`config.mk`:
```
export PLATFORM = sky130hd
export DESIGN_NAME = lcc_charger
export DESIGN_NICKNAME = d
export VERILOG_FILES = /design/src/rtl/lcc_pkg.sv /design/src/rtl/lcc_charger.sv
export SDC_FILE = /design/constraint.sdc
export NUM_CORES = 1
export LEC_CHECK = 0
export ABC_CLOCK_PERIOD_IN_PS = 8600
export BUFFER_PORTS_ARGS = -buffer_cell sky130_fd_sc_hd__buf_2
export CORE_UTILIZATION = 50
export DETAILED_ROUTE_END_ITERATION = 8
export PLACE_DENSITY = 0.77
export SLEW_MARGIN = 0
export SYNTH_ARGS = -nofsm -noshare
export SYNTH_HDL_FRONTEND = slang
export SYNTH_SLANG_ARGS = --single-unit
export TNS_END_PERCENT = 10
```
`constraint.sdc`:
```
create_clock -name clk_sys -period 8.6 [get_ports clk_sys]
set_input_delay 0.86 -clock clk_sys [delete_from_list [all_inputs] [get_ports clk_sys]]
set_output_delay 0.86 -clock clk_sys [all_outputs]
set_load 0.02 [all_outputs]
```
`src/rtl/lcc_pkg.sv`:
```
// package of the charge controller: states, timing, registers, carriers
package lcc_pkg;

    // charge states, one-hot
    typedef enum logic [6:0] {
        ST_DISABLE = 7'h01,
        ST_PREQUAL = 7'h02,
        ST_CHARGE  = 7'h04,
        ST_TOPOFF  = 7'h08,
        ST_DONE    = 7'h10,
        ST_FAULT   = 7'h20,
        ST_THERMAL = 7'h40
    } lcc_state_t;

    // current setpoint selection
    typedef enum logic [1:0] {
        SET_OFF    = 2'h0,
        SET_TENTH  = 2'h1,
        SET_FULL   = 2'h2,
        SET_TOPOFF = 2'h3
    } lcc_setpoint_t;

    // comparator levels from the analog front end
    typedef struct packed {
        logic supply_valid;   // 4.15 V to 7 V, below lockout
        logic supply_over;    // above 7.5 V lockout
        logic bat_above_3v;   // precharge threshold reached
        logic bat_below_rech; // below 4.05 V recharge threshold
        logic cur_below_topoff; // current under 7.5 % of full
        logic thm_below_315;  // no thermistor fitted
        logic thm_below_3k94; // hot window edge
        logic thm_above_28k3; // cold window edge
    } lcc_sense_t;

    // timing: reference limits in tenths of a minute at 68 nF
    localparam int unsigned PREQUAL_MIN   = 348;   // tenths of a minute, 34.8 min
    localparam int unsigned CHARGE_MIN    = 3340;  // tenths of a minute, 334 min
    localparam int unsigned TOPOFF_MIN    = 348;   // tenths of a minute, 34.8 min
    localparam int unsigned CLK_HZ        = 100_000_000;
    // timebase tick: one tick per tenth of a minute, 6 s
    localparam int unsigned TICK_S_TENTHS = 60;    // tenths of a second per tick
    localparam longint unsigned TICK_CYCLES =
        longint'(CLK_HZ) * longint'(TICK_S_TENTHS) / 64'd10;

    // register map, byte addresses
    localparam logic [5:0] REG_STATUS  = 6'h00;   // live state and flags
    localparam logic [5:0] REG_IRQ_ST  = 6'h04;   // sticky events, write one clears
    localparam logic [5:0] REG_IRQ_MSK = 6'h08;   // interrupt mask
    localparam logic [5:0] REG_CTRL    = 6'h0c;   // timer scale
    localparam logic [5:0] REG_TIMER   = 6'h10;   // running timer value

    // event bit positions
    localparam int unsigned EV_STATE = 0;
    localparam int unsigned EV_FAULT = 1;
    localparam int unsigned EV_THERM = 2;
    localparam int unsigned EV_DONE  = 3;
    localparam int unsigned EV_W     = 4;

    // timer scale reset: 8 eighths = 68 nF reference
    localparam logic [7:0] SCALE_RST = 8'h08;
    localparam int unsigned SCALE_SHIFT = 3;

    localparam logic [1:0] RESP_OKAY   = 2'h0;
    localparam logic [1:0] RESP_SLVERR = 2'h2;

endpackage : lcc_pkg

```
`src/rtl/lcc_charger.sv`:
```
// charge controller state machine with timers, flags and register slave
//
// Chosen here: register access over AXI4-Lite and the address map.
`timescale 1ns/1ps
`default_nettype none

module lcc_charger #(
    parameter longint unsigned TICK_CYCLES = lcc_pkg::TICK_CYCLES,
    parameter int unsigned     PREQUAL_LIM = lcc_pkg::PREQUAL_MIN,
    parameter int unsigned     CHARGE_LIM  = lcc_pkg::CHARGE_MIN,
    parameter int unsigned     TOPOFF_LIM  = lcc_pkg::TOPOFF_MIN
) (
    input  wire logic               clk_sys,
    input  wire logic               resetn,
    input  wire logic               enable_n,
    input  wire lcc_pkg::lcc_sense_t sense,
    output logic                    power_good_n_oe,
    output logic                    charging_n_oe,
    output logic                    fault_n_oe,
    output logic [1:0]              setpoint,
    output logic                    irq,
    // axi4-lite slave
    input  wire logic [5:0]         s_awaddr,
    input  wire logic               s_awvalid,
    output logic                    s_awready,
    input  wire logic [31:0]        s_wdata,
    input  wire logic [3:0]         s_wstrb,
    input  wire logic               s_wvalid,
    output logic                    s_wready,
    output logic [1:0]              s_bresp,
    output logic                    s_bvalid,
    input  wire logic               s_bready,
    input  wire logic [5:0]         s_araddr,
    input  wire logic               s_arvalid,
    output logic                    s_arready,
    output logic [31:0]             s_rdata,
    output logic [1:0]              s_rresp,
    output logic                    s_rvalid,
    input  wire logic               s_rready
);

    localparam int unsigned TW = 24;   // timer width, wide enough for scaled limits
    // three-stage synchronisers for the pins, 9 bits
    logic [8:0] sy1_q;
    logic [8:0] sy2_q;
    logic [8:0] sy3_q;
    logic [8:0] pin_q;

    // pins cross from the analog domain; accept when stages 2 and 3 agree
    always_ff @(posedge clk_sys or negedge resetn) begin
        if (!resetn) begin
            sy1_q <= 9'h001;
            sy2_q <= 9'h001;
            sy3_q <= 9'h001;
            pin_q <= 9'h001;
        end else begin
            sy1_q <= {sense, enable_n};
            sy2_q <= sy1_q;
            sy3_q <= sy2_q;
            for (int i = 0; i < 9; i++) begin
                if (sy2_q[i] == sy3_q[i]) begin
                    pin_q[i] <= sy3_q[i];
                end
            end
        end
    end

    lcc_pkg::lcc_sense_t sn;
    logic                en_n;
    assign en_n = pin_q[0];
    assign sn   = lcc_pkg::lcc_sense_t'(pin_q[8:1]);

    // supply usable only when valid and not over the lockout
    logic supply_ok;
    assign supply_ok = sn.supply_valid && !sn.supply_over;
    // thermistor decode: temperature allows charging
    logic temp_ok;
    assign temp_ok = sn.thm_below_315 || (!sn.thm_below_3k94 && !sn.thm_above_28k3);
    // timebase divider standing in for the capacitor oscillator
    logic [31:0] div_q;
    logic        tick;
    assign tick = (div_q == 32'(TICK_CYCLES - 64'd1));

    always_ff @(posedge clk_sys or negedge resetn) begin
        if (!resetn) begin
            div_q <= 32'h0;
        end else if (tick) begin
            div_q <= 32'h0;
        end else begin
            div_q <= div_q + 32'h1;
        end
    end

    // software timer scale in eighths of the reference capacitor
    logic [7:0] scale_q;
    function automatic logic [TW-1:0] scaled(input int unsigned lim, input logic [7:0] sc);
        logic [39:0] p;
        p = 40'(lim) * 40'(sc);
        return TW'(p >> lcc_pkg::SCALE_SHIFT);
    endfunction : scaled
    lcc_pkg::lcc_state_t st_q;
    lcc_pkg::lcc_state_t st_d;
    lcc_pkg::lcc_state_t resume_q;  // state to return to after suspend
    logic [TW-1:0]       tmr_q;
    logic [TW-1:0]       limit;
    logic                expired;
    logic                en_prev_q;
    logic                sup_prev_q;
    logic                clear_fault;

    // limits scale with the capacitor setting
    always_comb begin
        unique case (st_q)
            lcc_pkg::ST_PREQUAL: limit = scaled(PREQUAL_LIM, scale_q);
            lcc_pkg::ST_CHARGE:  limit = scaled(CHARGE_LIM, scale_q);
            lcc_pkg::ST_TOPOFF:  limit = scaled(TOPOFF_LIM, scale_q);
            default:             limit = {TW{1'b1}};
        endcase
    end
    assign expired = (tmr_q >= limit);

    // enable toggle or supply loss clears the latched fault
    // fault release
    assign clear_fault = (en_n && !en_prev_q) || (!supply_ok && sup_prev_q);

    always_ff @(posedge clk_sys or negedge resetn) begin
        if (!resetn) begin
            en_prev_q  <= 1'b1;
            sup_prev_q <= 1'b0;
        end else begin
            en_prev_q  <= en_n;
            sup_prev_q <= supply_ok;
        end
    end

    // next-state logic
    always_comb begin
        st_d = st_q;
        unique case (st_q)
            lcc_pkg::ST_DISABLE: begin
                if (supply_ok && !en_n) begin
                    st_d = lcc_pkg::ST_PREQUAL;
                end
            end
            lcc_pkg::ST_PREQUAL: begin
                if (!temp_ok) begin
                    st_d = lcc_pkg::ST_THERMAL;
                end else if (sn.bat_above_3v) begin
                    st_d = lcc_pkg::ST_CHARGE;
                end else if (expired) begin
                    st_d = lcc_pkg::ST_FAULT;
                end
            end
            lcc_pkg::ST_CHARGE: begin
                if (!temp_ok) begin
                    st_d = lcc_pkg::ST_THERMAL;
                end else if (sn.cur_below_topoff) begin
                    st_d = lcc_pkg::ST_TOPOFF;
                end else if (expired) begin
                    st_d = lcc_pkg::ST_FAULT;
                end
            end
            lcc_pkg::ST_TOPOFF: begin
                if (expired) begin
                    st_d = lcc_pkg::ST_DONE;
                end
            end
            lcc_pkg::ST_DONE: begin
                if (sn.bat_below_rech) begin
                    st_d = lcc_pkg::ST_CHARGE;
                end
            end
            lcc_pkg::ST_FAULT: begin
                if (clear_fault) begin
                    st_d = lcc_pkg::ST_DISABLE;
                end
            end
            lcc_pkg::ST_THERMAL: begin
                if (temp_ok) begin
                    st_d = resume_q;
                end
            end
            default: st_d = lcc_pkg::ST_DISABLE;
        endcase
        if ((en_n || !supply_ok) && st_q != lcc_pkg::ST_FAULT) begin
            st_d = lcc_pkg::ST_DISABLE;
        end
    end

    // state register and suspend memory
    always_ff @(posedge clk_sys or negedge resetn) begin
        if (!resetn) begin
            st_q     <= lcc_pkg::ST_DISABLE;
            resume_q <= lcc_pkg::ST_PREQUAL;
        end else begin
            st_q <= st_d;
            if (st_d == lcc_pkg::ST_THERMAL && st_q != lcc_pkg::ST_THERMAL) begin
                resume_q <= st_q;
            end
        end
    end

    // timer: restart on entry, freeze in suspend, count ticks otherwise
    always_ff @(posedge clk_sys or negedge resetn) begin
        if (!resetn) begin
            tmr_q <= '0;
        end else if (st_d == lcc_pkg::ST_THERMAL || st_q == lcc_pkg::ST_THERMAL) begin
            tmr_q <= tmr_q;
        end else if (st_d != st_q) begin
            tmr_q <= '0;
        end else if (tick && !expired) begin
            tmr_q <= tmr_q + TW'(1);
        end
    end

    // open-drain enables: high pulls the flag low
    logic chg_low_q;
    always_ff @(posedge clk_sys or negedge resetn) begin
        if (!resetn) begin
            power_good_n_oe <= 1'b0;
            chg_low_q       <= 1'b0;
            fault_n_oe      <= 1'b0;
            setpoint        <= lcc_pkg::SET_OFF;
        end else begin
            power_good_n_oe <= supply_ok;
            if (st_d == lcc_pkg::ST_CHARGE) begin
                chg_low_q <= 1'b1;
            end else if (st_d != lcc_pkg::ST_THERMAL) begin
                chg_low_q <= 1'b0;
            end
            if (st_d == lcc_pkg::ST_FAULT) begin
                fault_n_oe <= 1'b1;
            end else if (clear_fault) begin
                fault_n_oe <= 1'b0;
            end
            unique case (st_d)
                lcc_pkg::ST_PREQUAL: setpoint <= lcc_pkg::SET_TENTH;
                lcc_pkg::ST_CHARGE:  setpoint <= lcc_pkg::SET_FULL;
                lcc_pkg::ST_TOPOFF:  setpoint <= lcc_pkg::SET_TOPOFF;
                default:             setpoint <= lcc_pkg::SET_OFF;
            endcase
        end
    end
    assign charging_n_oe = chg_low_q;

    // events: state change, fault, thermal suspend, done
    logic [lcc_pkg::EV_W-1:0] ev;
    logic [lcc_pkg::EV_W-1:0] irq_st_q;
    logic [lcc_pkg::EV_W-1:0] irq_msk_q;
    logic [lcc_pkg::EV_W-1:0] w1c;
    always_comb begin
        ev = '0;
        ev[lcc_pkg::EV_STATE] = (st_d != st_q);
        ev[lcc_pkg::EV_FAULT] = (st_d == lcc_pkg::ST_FAULT) && (st_q != lcc_pkg::ST_FAULT);
        ev[lcc_pkg::EV_THERM] = (st_d == lcc_pkg::ST_THERMAL) && (st_q != lcc_pkg::ST_THERMAL);
        ev[lcc_pkg::EV_DONE]  = (st_d == lcc_pkg::ST_DONE) && (st_q != lcc_pkg::ST_DONE);
    end

    // axi write path: take address and data in either order
    logic        aw_hold_q;
    logic        w_hold_q;
    logic [5:0]  awaddr_q;
    logic [31:0] wdata_q;
    logic [3:0]  wstrb_q;
    logic        do_write;
    assign s_awready = !aw_hold_q && !s_bvalid;
    assign s_wready  = !w_hold_q && !s_bvalid;
    assign do_write  = aw_hold_q && w_hold_q && !s_bvalid;
    assign w1c = (do_write && awaddr_q == lcc_pkg::REG_IRQ_ST && wstrb_q[0])
               ? wdata_q[lcc_pkg::EV_W-1:0] : '0;

    always_ff @(posedge clk_sys or negedge resetn) begin
        if (!resetn) begin
            aw_hold_q <= 1'b0;
            w_hold_q  <= 1'b0;
            awaddr_q  <= 6'h00;
            wdata_q   <= 32'h0;
            wstrb_q   <= 4'h0;
            s_bvalid  <= 1'b0;
            s_bresp   <= lcc_pkg::RESP_OKAY;
        end else begin
            if (s_awvalid && s_awready) begin
                aw_hold_q <= 1'b1;
                awaddr_q  <= s_awaddr;
            end
            if (s_wvalid && s_wready) begin
                w_hold_q <= 1'b1;
                wdata_q  <= s_wdata;
                wstrb_q  <= s_wstrb;
            end
            if (do_write) begin
                aw_hold_q <= 1'b0;
                w_hold_q  <= 1'b0;
                s_bvalid  <= 1'b1;
                s_bresp   <= (awaddr_q == lcc_pkg::REG_IRQ_ST || awaddr_q == lcc_pkg::REG_IRQ_MSK
                              || awaddr_q == lcc_pkg::REG_CTRL || awaddr_q == lcc_pkg::REG_STATUS
                              || awaddr_q == lcc_pkg::REG_TIMER)
                             ? lcc_pkg::RESP_OKAY : lcc_pkg::RESP_SLVERR;
            end else if (s_bvalid && s_bready) begin
                s_bvalid <= 1'b0;
            end
        end
    end

    // writable registers; status and timer are read only
    always_ff @(posedge clk_sys or negedge resetn) begin
        if (!resetn) begin
            irq_msk_q <= '0;
            scale_q   <= lcc_pkg::SCALE_RST;
        end else if (do_write && wstrb_q[0]) begin
            if (awaddr_q == lcc_pkg::REG_IRQ_MSK) begin
                irq_msk_q <= wdata_q[lcc_pkg::EV_W-1:0];
            end
            // zero scale would make every timer expire at once
            if (awaddr_q == lcc_pkg::REG_CTRL && wdata_q[7:0] != 8'h00) begin
                scale_q <= wdata_q[7:0];
            end
        end
    end

    // sticky events: a new event beats a same-cycle clear
    always_ff @(posedge clk_sys or negedge resetn) begin
        if (!resetn) begin
            irq_st_q <= '0;
            irq      <= 1'b0;
        end else begin
            irq_st_q <= (irq_st_q & ~w1c) | ev;
            irq      <= |(((irq_st_q & ~w1c) | ev) & irq_msk_q);
        end
    end

    // read path, answer one cycle after address accepted
    assign s_arready = !s_rvalid;
    always_ff @(posedge clk_sys or negedge resetn) begin
        if (!resetn) begin
            s_rvalid <= 1'b0;
            s_rdata  <= 32'h0;
            s_rresp  <= lcc_pkg::RESP_OKAY;
        end else if (s_arvalid && s_arready) begin
            s_rvalid <= 1'b1;
            s_rresp  <= lcc_pkg::RESP_OKAY;
            unique case (s_araddr)
                lcc_pkg::REG_STATUS:  s_rdata <= {21'h0, fault_n_oe, chg_low_q,
                                                  power_good_n_oe, temp_ok, st_q};
                lcc_pkg::REG_IRQ_ST:  s_rdata <= 32'(irq_st_q);
                lcc_pkg::REG_IRQ_MSK: s_rdata <= 32'(irq_msk_q);
                lcc_pkg::REG_CTRL:    s_rdata <= 32'(scale_q);
                lcc_pkg::REG_TIMER:   s_rdata <= 32'(tmr_q);
                default: begin
                    s_rdata <= 32'h0;
                    s_rresp <= lcc_pkg::RESP_SLVERR;
                end
            endcase
        end else if (s_rvalid && s_rready) begin
            s_rvalid <= 1'b0;
        end
    end

endmodule : lcc_charger
`default_nettype wire

```
* Yosys cells after proc, flatten, opt, wreduce, memory -nomap -nowiden
Cells that the tools add are included.
** Word-level totals
- Output and inout bits :: 47
- Flip-flop bits (word level) :: 184
- Word-level logic and storage cells :: 172
** Operators by class
- Mux-type cells :: 33
- $mul :: 2
- Bitwise gates (word level) :: 5
- Reductions and logical operators :: 58
- $add $sub $neg :: 2
- Eq/ne operators :: 36
- Magnitude comparators :: 1
** Operators by type and width (number)
- $pmux W24 S5 :: 1
- $mux W7 :: 11
- $pmux W7 S7 :: 1
- $mux W24 :: 2
- $pmux W24 S2 :: 1
- $add A32 B1 Y32 const B :: 1
- $eq A32 B30 Y1 const B :: 1
- $mux W32 :: 1
- $add A24 B1 Y24 const B :: 1
- $eq A6 B4 Y1 const B :: 4
- $ge A24 B24 Y1 :: 1
- $logic_and A1 B1 Y1 :: 23
- $mul A10 B8 Y18 const A :: 1
- $mul A7 B8 Y15 const A :: 1
- $eq A7 B2 Y1 const B :: 2
- $eq A7 B3 Y1 const B :: 2
- $eq A7 B4 Y1 const B :: 2
- $eq A7 B5 Y1 const B :: 2
- $eq A7 B6 Y1 const B :: 2
- $eq A7 B7 Y1 const B :: 2
- $ne A7 B7 Y1 const B :: 2
- $reduce_bool A2 Y1 :: 7
- $eq A6 B3 Y1 const B :: 2
- $eq A6 B5 Y1 const B :: 2
- other kinds (21) :: 62

* Depth between registers and ports, before layout
Gate-level depths: netlist of run 1.
- Word-level depth :: 14
- Depth in mapped cells :: 28
- Mapped depth without buffers :: 26

* Least setup slack after synthesis of run 1
No wires, ideal clock.
- Path type :: register to register
- Start :: register scale_q[3]
- End :: register tmr_q[7]
- Path slack :: 2.472 ns
- Stages on the path, launching flop included :: 28
- Arrival time :: 5.999 ns
- Library setup time :: 0.129 ns
- Period minus slack after synthesis :: 6.128 ns
- Data required time :: 8.471 ns
- Cell sequence :: dfstp_2 > ha_1 > ha_1 > inv_1 > fa_1 > fa_1 > inv_1 > ha_1 > o21ai_0 > a21boi_0 > o211ai_1 > a21oi_1 > nor2_1 > a211o_1 > xor2_1 > a21oi_1 > ha_1 > a21oi_1 > o21ai_0 > a2bb2oi_1 > o211ai_1 > clkbuf_1 > nor4_1 > clkbuf_1 > clkbuf_1 > nand4_1 > a31oi_1 > o31ai_1
** On the way
- Cells in the longest elaborated chain, start to end :: 12
- Elaborated cells between the ends (all ways) :: 21
** RTL lines
- start, declared :: line lcc_charger.sv:95 : logic [7:0] scale_q;
- start signal, assigned :: line lcc_charger.sv:309 : scale_q <= lcc_pkg::SCALE_RST;
- start signal, assigned :: line lcc_charger.sv:316 : scale_q <= wdata_q[7:0];
- $mul A10 B8 Y18 / $mul A7 B8 Y15 (equally long branches) :: line lcc_charger.sv:98 : p = 40'(lim) * 40'(sc);
- $pmux W24 S2 (*) :: line lcc_charger.sv:113 : unique case (st_q)
- $ge A24 B24 Y1 (*) :: line lcc_charger.sv:120 : assign expired = (tmr_q >= limit);
- $mux W7 :: line lcc_charger.sv:150, lcc_charger.sv:159
- $mux W7, on equally long branches :: line lcc_charger.sv:157, lcc_charger.sv:148
- $mux W7, on equally long branches :: line lcc_charger.sv:155, lcc_charger.sv:146
- $pmux W7 S7 :: line lcc_charger.sv:139 : unique case (st_q)
- $mux W7 :: line lcc_charger.sv:185 : if ((en_n || !supply_ok) && st_q != lcc_pkg::ST_FAULT) begin
- $eq A7 B7 Y1 :: line lcc_charger.sv:207 : end else if (st_d == lcc_pkg::ST_THERMAL || st_q == lcc_pkg::ST_THERMAL) begin
- $logic_or A1 B1 Y1 :: line lcc_charger.sv:207
- $not A1 Y1 (no source line)
- $reduce_and A2 Y1 (no source line)
- end signal, assigned :: line lcc_charger.sv:208 : tmr_q <= tmr_q;
- end signal, assigned :: line lcc_charger.sv:212 : tmr_q <= tmr_q + TW'(1);
- end, declared :: line lcc_charger.sv:104 : logic [TW-1:0] tmr_q;
Every way passes the cells marked *; elsewhere a longest branch is shown, timed or not.
A chain may end at the register's enable or synchronous reset.

* Final worst setup path of run 1
- Start :: register scale_q[3]
- End :: register tmr_q[20]
The elaborated chain is that of the path after synthesis.

==> results.toml, run 1 <==
[logic_synthesis]
synth_edf_count = 0
ys_types = 74
ys.warnings.count = 0
avgSynthCellArea_um2 = 9.84
synth.top_cells.by_count = "dfrtp_1, nand2_1, ha_1, nor2_1, inv_1"
synth_top_area_share_pct = 37.4
ys.flop_type = "dfrtp_1"
synthTopCellsByArea = "dfrtp_1, ha_1, nand2_1, fa_1, nor2_1"
yosys.area.top_type = "dfrtp_1"
postSynthCellCount = 1128
yosysSeqAreaShare_pct = 39.3
synthArstFlopShare_pct = 100
syn_area_mm2 = 0.0111
ys_ff_latch = 174
synth.most_common_cell = "dfrtp_1"

[sta]
maxSlewHeadroom_pct = 32.9
setup_slack_ns = 1.14
setup_tns_ns = 0
hold_violations = 0
setup_violations = 0
rsz0062_at_grt = "no"
fin_crit_sh_pct = 86.7
hold-worst-slack_ns = 0.348
period_minus_slack_ns = 7.46
worstMarginPinSlew_ns = 1.01
clock-skew-final_ns = 0.0123
max_clock_freq_mhz = 134
finalMaxSlewViolations = 0

[clock_network]
insertion_delay_ns = 0.43
cts_tree = "built"
clk_pin_slew_worst_paths_ns = 0.08
postCtsSetupRepairBufs = 0
htree_num_levels = 4
ctsResizeCount = 0
root_buffer = "clkbuf_16"
cts.sinks = 174
cts_hold_buf = 0
cts_buffer_depth = 2
numCtsBuffers = 17

[placed_design]
dpl.hpwl_um = 18900
dp_cells = 1451
pre_cts_ws_ns = 1.19
port_buffers = 73
gp_congestion = 0.919

[worst_setup_path]
crit_start = "scale_q[3]"
r2r.worst_path.cells = 25
rrSetupSlack_ns = 1.14
cp_max_fo = 14
crit_type = "reg -> reg"
crit_end = "tmr_q[20]"
rr_endpoint = "tmr_q[20]"
crit_required_ns = 8.91
end_kind = "register"
cp.arrival_ns = 7.76
start_kind = "register"
r2r_start = "scale_q[3]"

[global_routing]
antenna_found_initial = 0
grt_first_pass_wirelength_um = 41800
grt_pass1_vias = 8487
grt_max_degree = 110
track_usage_pct = 23.6
overflow = 0

[route]
detail-route-antenna-nets = 0
vias = 8603
initialDrtViolationCount = 743
routedWlPerCell_um = 17.0
via_per_inst = 5.80
drc = 0
dr.pass1.iters = 5
wl_um = 25100

[die]
die_height_um = 151
io_pins = 111
core_area_mm2 = 0.0218
die_width_um = 151
start_util_pct = 50.9
die_area_mm2 = 0.0228
fp-row-count = 54

[hold_path]
hp-class = "reg -> reg"
min_path_cells = 0

[run_status]
status = "finished, final reports clean"

[flow_run]
drv_cap = 0

[finish]
syn_to_final_growth_pct = 11.4
stdcell_count = 1483
num_antenna_cells = 0
layout-drive-gt1-share_pct = 13.3
final_util_pct = 56.7
fin_nets = 1385

[power_and_ir_drop]
power_per_cell_area_mw_per_mm2 = 212
peakVddDrop_mv = 0.139
p_leak_nw = 6.14
-- area by class of cell --
cell class | count | area [µm²]
Clock buffer | 19 | 443
Clock inverter | 13 | 225
Fill cell | 1861 | 9450
Inverter | 64 | 240
Multi-Input combinational cell | 851 | 6310
Sequential cell | 174 | 4360
Tap cell | 280 | 350
Timing Repair Buffer | 82 | 439
-- where the power goes --
group          internal (mW)  switching, mW
clock network          0.533          0.344
registers              0.897         0.0999
logic                  0.326          0.427
total                   1.76          0.872
-- worst min-delay path by stage --
stage,slack [ns],end,start
floorplan,0.33,sy2_q[1],sy1_q[1]
global placement,0.33,sy2_q[7],sy1_q[7]
detailed placement,0.33,sy2_q[2],sy1_q[2]
CTS,0.35,sy2_q[8],sy1_q[8]
global route,0.36,sy2_q[1],sy1_q[1]
finish,0.35,sy2_q[2],sy1_q[2]
-- placed cells by master (no fill, tap or decap), drive strengths merged, types with 21 or more instances in the layout --
master and count:
buf 82, dfrtp 166, nor2 76, xnor2 27, nand3 37, nand2 115, a21oi 55, fa 21
inv 70, nand4 29, o21ai 47, mux2 23, xor2 29, ha 110, nor3 25
-- worst max-delay path, cell delays in order (launching register included) --
cell,delay [ns]
dfstp_2,0.67
ha_1,0.32
ha_1,0.29
inv_1,0.05
fa_1,0.47
fa_1,0.51
inv_1,0.04
ha_1,0.31
o21ai_0,0.12
a21boi_0,0.38
o211ai_1,0.16
a21oi_1,0.21
nor2_1,0.08
a211o_1,0.27
xor2_1,0.24
a21oi_1,0.12
ha_1,0.30
a21oi_1,0.14
o21ai_0,0.10
a2bb2oi_1,0.26
o211ai_1,0.40
nor3b_1,0.32
o41a_1,0.37
nor3_4,0.53
nand3_2,0.25
o41ai_1,0.41
-- flip-flops by register name, indices dropped and copies added, names as in the netlist, 2 cells and up --
signal     count
awaddr_q       6
div_q         32
irq_msk_q      4
irq_st_q       4
pin_q          9
resume_q       7
s_rdata       24
scale_q        8
setpoint       2
st_q           7
sy1_q          9
sy2_q          9
sy3_q          9
tmr_q         24
wdata_q        8
-- stage by stage --
stage          cell area [µm²]  total power [mW]
6_report                 12400              2.63
3_5_place_dp             11700              1.76
5_1_grt                  12400              2.81
4_1_cts                  12400              2.65
3_3_place_gp             11700              1.73
2_1_floorplan            11100              1.55
-- metal layers --
layer / GRT usage (%) / vias to the layer above / wire [µm]
li1: - / 4157 / -
met1: 30.9 / 4183 / 11200
met2: 38.7 / 213 / 12000
met3: 3.55 / 50 / 1090
met4: 10.5 / 0 / 830
met5: 0 / - / 0
-- logic make-up after synthesis --
group	share of synthesized area, %
AO/OA/AOI/OAI	13.0
other	0.0338
adder cells (fa/ha/maj)	17.0
AND/OR/NAND/NOR	18.0
XOR/XNOR	4.42
multiplexers	4.05
flip-flops	39.3
buffers and inverters	4.29
Power figures use the tool's default switching activity.
==> run 2: changes to the inputs <==
--- a/config.mk
+++ b/config.mk
@@ -9,7 +9,7 @@
 export BUFFER_PORTS_ARGS = -buffer_cell sky130_fd_sc_hd__buf_2
 export CORE_UTILIZATION = 50
 export DETAILED_ROUTE_END_ITERATION = 8
-export PLACE_DENSITY = 0.77
+export PLACE_DENSITY = 0.69
 export SLEW_MARGIN = 0
 export SYNTH_ARGS = -nofsm -noshare
 export SYNTH_HDL_FRONTEND = slang
==> results.toml, run 2 (synthesis results as in run 1) <==
[placed_design]
port_buffers = 73
gp_congestion = 0.952
dp_cells = 1452
dpl.hpwl_um = 18800
placed_area_mm2 = 0.0117

[finish]
final_util_pct = 56.5
num_antenna_cells = 0
final_area_mm2 = 0.0123
stdcell_count = 1484
layout-drive-gt1-share_pct = 13.4
final_common_cell = "dfrtp_1"
top_regs = "div_q x32, s_rdata x24, tmr_q x24"
largest_reg_flops = 32
syn_to_final_growth_pct = 11.0
fin_nets = 1386
final_cell_mix = "dfrtp_1, nand2_1, ha_1"
top_register = "div_q"

[worst_setup_path]
cpMaxStageDelayCell = "dfstp_2"
crit_type = "reg -> reg"
crit_required_ns = 8.91
crit_buf_inv = 2
crit_start = "scale_q[3]"
crit_family = "compound AO/OA/AOI/OAI gates"
crit_path_frequent_cell = "ha_1"
r2r_start = "scale_q[3]"
cp.arrival_ns = 7.83
start_kind = "register"
end_kind = "register"
slowest_delay_ns = 0.69
cp_max_fo = 11

[global_routing]
grt_pass1_vias = 8021
overflow = 0
grt_first_pass_wirelength_um = 40500
grt_max_degree = 64
antenna_found_initial = 0
track_usage_pct = 22.9

[clock_network]
cts.sinks = 174
ctsResizeCount = 0
cts_tree = "built"
htree_num_levels = 4
insertion_delay_ns = 0.44
numCtsBuffers = 17
root_buffer = "clkbuf_16"
clk_pin_slew_worst_paths_ns = 0.08
postCtsSetupRepairBufs = 0
cts_buffer_depth = 2
cts_hold_buf = 0

[route]
initialDrtViolationCount = 520
vias = 8475
via_per_inst = 5.71
routedWlPerCell_um = 16.7
drc = 0
detail-route-antenna-nets = 0
wl_um = 24800
dr.pass1.iters = 7

[sta]
setup_violations = 0
period_minus_slack_ns = 7.53
hold_violations = 0
fin_crit_sh_pct = 87.5
max_clock_freq_mhz = 133
clock-skew-final_ns = 0.0171
worstMarginPinSlew_ns = 1.12
setup_tns_ns = 0
finalMaxSlewViolations = 0
rsz0062_at_grt = "no"
maxSlewHeadroom_pct = 25.2

[die]
core_area_mm2 = 0.0218
die_area_mm2 = 0.0228
fp-row-count = 54
start_util_pct = 50.9
die_height_um = 151
io_pins = 111
die_width_um = 151

[hold_path]
hp-class = "in -> async"

[power_and_ir_drop]
power_per_cell_area_mw_per_mm2 = 206
p_leak_nw = 6.12
peakVddDrop_mv = 0.140
finalPower_mw = 2.54

[run_status]
status = "finished, final reports clean"

[flow_run]
drv_cap = 0
[run 2: cell types whose count changed in the layout (fill, tap and decap cells not counted), sizes merged]
cell	change
buf	+1
bufinv	-4
clkinv	+4
clkbuf	-2
clkinvlp	+1
inv	+1
[run 2: final timing paths]
check	end	slack, ns	cells past startpoint
worst max register to register	tmr_q[22]	1.07	25
worst min register to register	sy2_q[5]	0.35	0
max in group asynchronous	div_q[29]	6.33	3
min in group clk_sys	sy2_q[5]	0.35	0
worst max-delay path	tmr_q[22]	1.07	25
worst min-delay path	sy3_q[8]	0.35	1
[run 2: final cells by class]
class | instances | area, µm²
fill | 1912 | 9500
multi-input combinational | 851 | 6300
sequential | 174 | 4360
timing repair buffer | 83 | 447
clock buffer | 17 | 425
tap | 280 | 350
inverter | 64 | 240
clock inverter | 15 | 194
[run 2: through the flow]
stage               setup WS, ns  hold WS (ns)
CTS                         1.09         0.351
detailed placement          1.15         0.335
floorplan                   2.47         0.331
global placement            1.30         0.332
finish                      1.07         0.349
global route               0.651         0.359
[run 2: routing by layer]
metal	vias up	part of all wire, %	global-route usage (%)
li1	4165	-	-
met1	4120	46	30.6
met2	147	49	38.1
met3	43	2.9	2.83
met4	0	2.5	8.85
met5	-	0	0
[run 2: power by group]
part | total [mW] | internal, mW | switching [mW]
clock | 0.793 | 0.421 | 0.372
combinational | 0.758 | 0.327 | 0.431
sequential | 0.994 | 0.896 | 0.0974
[run 2: worst reg2reg max path: cells and delay by family (launching register included)]
family / cells / cell delay [ns]
AOI/OAI and AO/OA: 12 / 3.00
DFF: 1 / 0.69
and+or+nand+nor: 4 / 1.15
xor gates and xnor gates: 1 / 0.23
adders and majority gates: 6 / 2.25
buffers and inverters: 2 / 0.10
==> run 3: changes to the inputs <==
--- a/config.mk
+++ b/config.mk
@@ -5,7 +5,7 @@
 export SDC_FILE = /design/constraint.sdc
 export NUM_CORES = 1
 export LEC_CHECK = 0
-export ABC_CLOCK_PERIOD_IN_PS = 8600
+export ABC_CLOCK_PERIOD_IN_PS = 7270
 export BUFFER_PORTS_ARGS = -buffer_cell sky130_fd_sc_hd__buf_2
 export CORE_UTILIZATION = 50
 export DETAILED_ROUTE_END_ITERATION = 8
==> constraint.sdc (replaced) <==
create_clock -name clk_sys -period 7.27 [get_ports clk_sys]
set_input_delay 0.727 -clock clk_sys [delete_from_list [all_inputs] [get_ports clk_sys]]
set_output_delay 0.727 -clock clk_sys [all_outputs]
set_load 0.02 [all_outputs]
==> results.toml, run 3 (synthesis results as in run 1) <==
[worst_setup_path]
crit_path_frequent_cell = "ha_1"
r2r_start = "scale_q[3]"
crit_required_ns = 7.59
crit_buf_inv = 4
cp_max_fo = 6
r2r.worst_path.cells = 27
cpMaxStageDelayCell = "dfstp_2"
slowest_delay_ns = 0.62
rrSetupSlack_ns = 0.48
rr_endpoint = "tmr_q[20]"
crit_start = "scale_q[3]"
start_kind = "register"
crit_end = "tmr_q[20]"
end_kind = "register"
crit_type = "reg -> reg"
cp.arrival_ns = 7.10
worst-path-stages = 27
crit_family = "compound AO/OA/AOI/OAI gates"

[die]
die_width_um = 151
core_area_mm2 = 0.0218
io_pins = 111
die_area_mm2 = 0.0228
fp-row-count = 54
start_util_pct = 50.9
die_height_um = 151

[sta]
finalMaxSlewViolations = 0
setup_violations = 0
worstMarginPinSlew_ns = 1.00
setup_tns_ns = 0
clock-skew-final_ns = 0.0121
rsz0062_at_grt = "no"
fin_crit_sh_pct = 93.4
max_clock_freq_mhz = 147
hold_violations = 0
period_minus_slack_ns = 6.79
maxSlewHeadroom_pct = 33.2

[global_routing]
antenna_found_initial = 0
grt_first_pass_wirelength_um = 40700
grt_pass1_vias = 8004
overflow = 0
track_usage_pct = 23.0
grt_max_degree = 113

[route]
detail-route-antenna-nets = 0
wl_um = 24700
dr.pass1.iters = 5
drc = 0
via_per_inst = 5.68
vias = 8487
initialDrtViolationCount = 572
routedWlPerCell_um = 16.6

[clock_network]
insertion_delay_ns = 0.43
cts_tree = "built"
cts_buffer_depth = 2
ctsResizeCount = 0
cts.sinks = 174
clk_pin_slew_worst_paths_ns = 0.07
htree_num_levels = 4
root_buffer = "clkbuf_16"
numCtsBuffers = 17

[finish]
layout-drive-gt1-share_pct = 14.0
num_antenna_cells = 0
final_common_cell = "dfrtp_1"
largest_reg_flops = 32
syn_to_final_growth_pct = 11.7
top_register = "div_q"
final_cell_mix = "dfrtp_1, nand2_1, ha_1"
top_regs = "div_q x32, s_rdata x24, tmr_q x24"
fin_nets = 1395
nFillCells = 1924

[power_and_ir_drop]
finalPower_mw = 3.03
power_per_cell_area_mw_per_mm2 = 244
p_leak_nw = 6.17
peakVddDrop_mv = 0.180

[hold_path]
hp-class = "reg -> reg"

[run_status]
status = "finished, final reports clean"

[placed_design]
gp_congestion = 0.925
dpl.hpwl_um = 18700
port_buffers = 73

[flow_run]
drv_cap = 0
==> run 3: cell count changes in the layout (fill, tap and decap cells not counted), sizes merged <==
| cell | previous run | this run |
|---|---|---|
| buf | 83 | 92 |
| clkinvlp | 1 | 2 |
| inv | 71 | 70 |
==> run 3: routing by layer <==
layer  track usage (%)  routed length [µm]
met5                 0                   0
met4              8.60                 627
met3              3.34                 984
met2              36.7               11900
met1              31.8               11200
==> run 3: worst reg2reg max path, stage by stage, from the launching register on <==
cell and delay [ns]:
dfstp_2 0.62, ha_1 0.31, ha_1 0.29, inv_1 0.05, fa_1 0.47, fa_1 0.51
inv_1 0.04, ha_1 0.31, o21ai_0 0.11, a21boi_0 0.34, o211ai_1 0.16, a21oi_1 0.20
nor2_1 0.08, a211o_1 0.26, xor2_1 0.25, a21oi_1 0.12, ha_1 0.30, a21oi_1 0.13
o21ai_0 0.09, a2bb2oi_1 0.21, o211ai_1 0.12, buf_4 0.18, buf_4 0.16, a221oi_1 0.24
nand4_1 0.18, nor3_4 0.29, nand3_2 0.23, o41ai_1 0.41
==> run 3: how the worst min path moves through the flow <==
stage             start       end  slack [ns]  depth (start not counted)
2_1_floorplan  sy1_q[1]  sy2_q[1]        0.33                          0
3_3_place_gp   sy1_q[5]  sy2_q[5]        0.33                          0
3_5_place_dp   sy1_q[4]  sy2_q[4]        0.33                          0
4_1_cts        sy1_q[4]  sy2_q[4]        0.35                          0
5_1_grt        sy1_q[2]  sy2_q[2]        0.36                          0
6_report       sy1_q[3]  sy2_q[3]        0.35                          0
==> run 3: power breakdown <==
part	leakage (nW)	internal, mW	total [mW]	switching (mW)
Clock	0.294	0.497	0.940	0.443
Sequential	2.26	1.06	1.16	0.0980
Combinational	3.62	0.401	0.929	0.528
==> run 3: layout make-up <==
type | count | area [µm²] | area share, %
clock buffer | 17 | 425 | 3.43
clock inverter | 15 | 195 | 1.57
inverter | 64 | 240 | 1.94
multi-input combinational | 851 | 6300 | 50.8
sequential | 174 | 4360 | 35.2
tap | 280 | 350 | 2.82
timing repair buffer | 92 | 527 | 4.25
==> run 3: per-stage QoR <==
stage | util, % | hold WS [ns] | area (µm²) | cells | setup WS, ns
floorplan | - | 0.331 | 11100 | 1137 | 1.14
global placement | 53.9 | 0.332 | 11800 | 1459 | 0.295
detailed placement | 53.9 | 0.335 | 11800 | 1459 | 0.273
CTS | 56.8 | 0.352 | 12400 | 1491 | 0.209
global route | 56.8 | 0.357 | 12400 | 1493 | 0.0248
finish | 56.8 | 0.349 | 12400 | 1493 | 0.483
==> run 3: what timing repair did <==
item                       CTS  global route
setup endpoints to repair    0            23
buffers inserted             0             2
hold buffers                 0             0
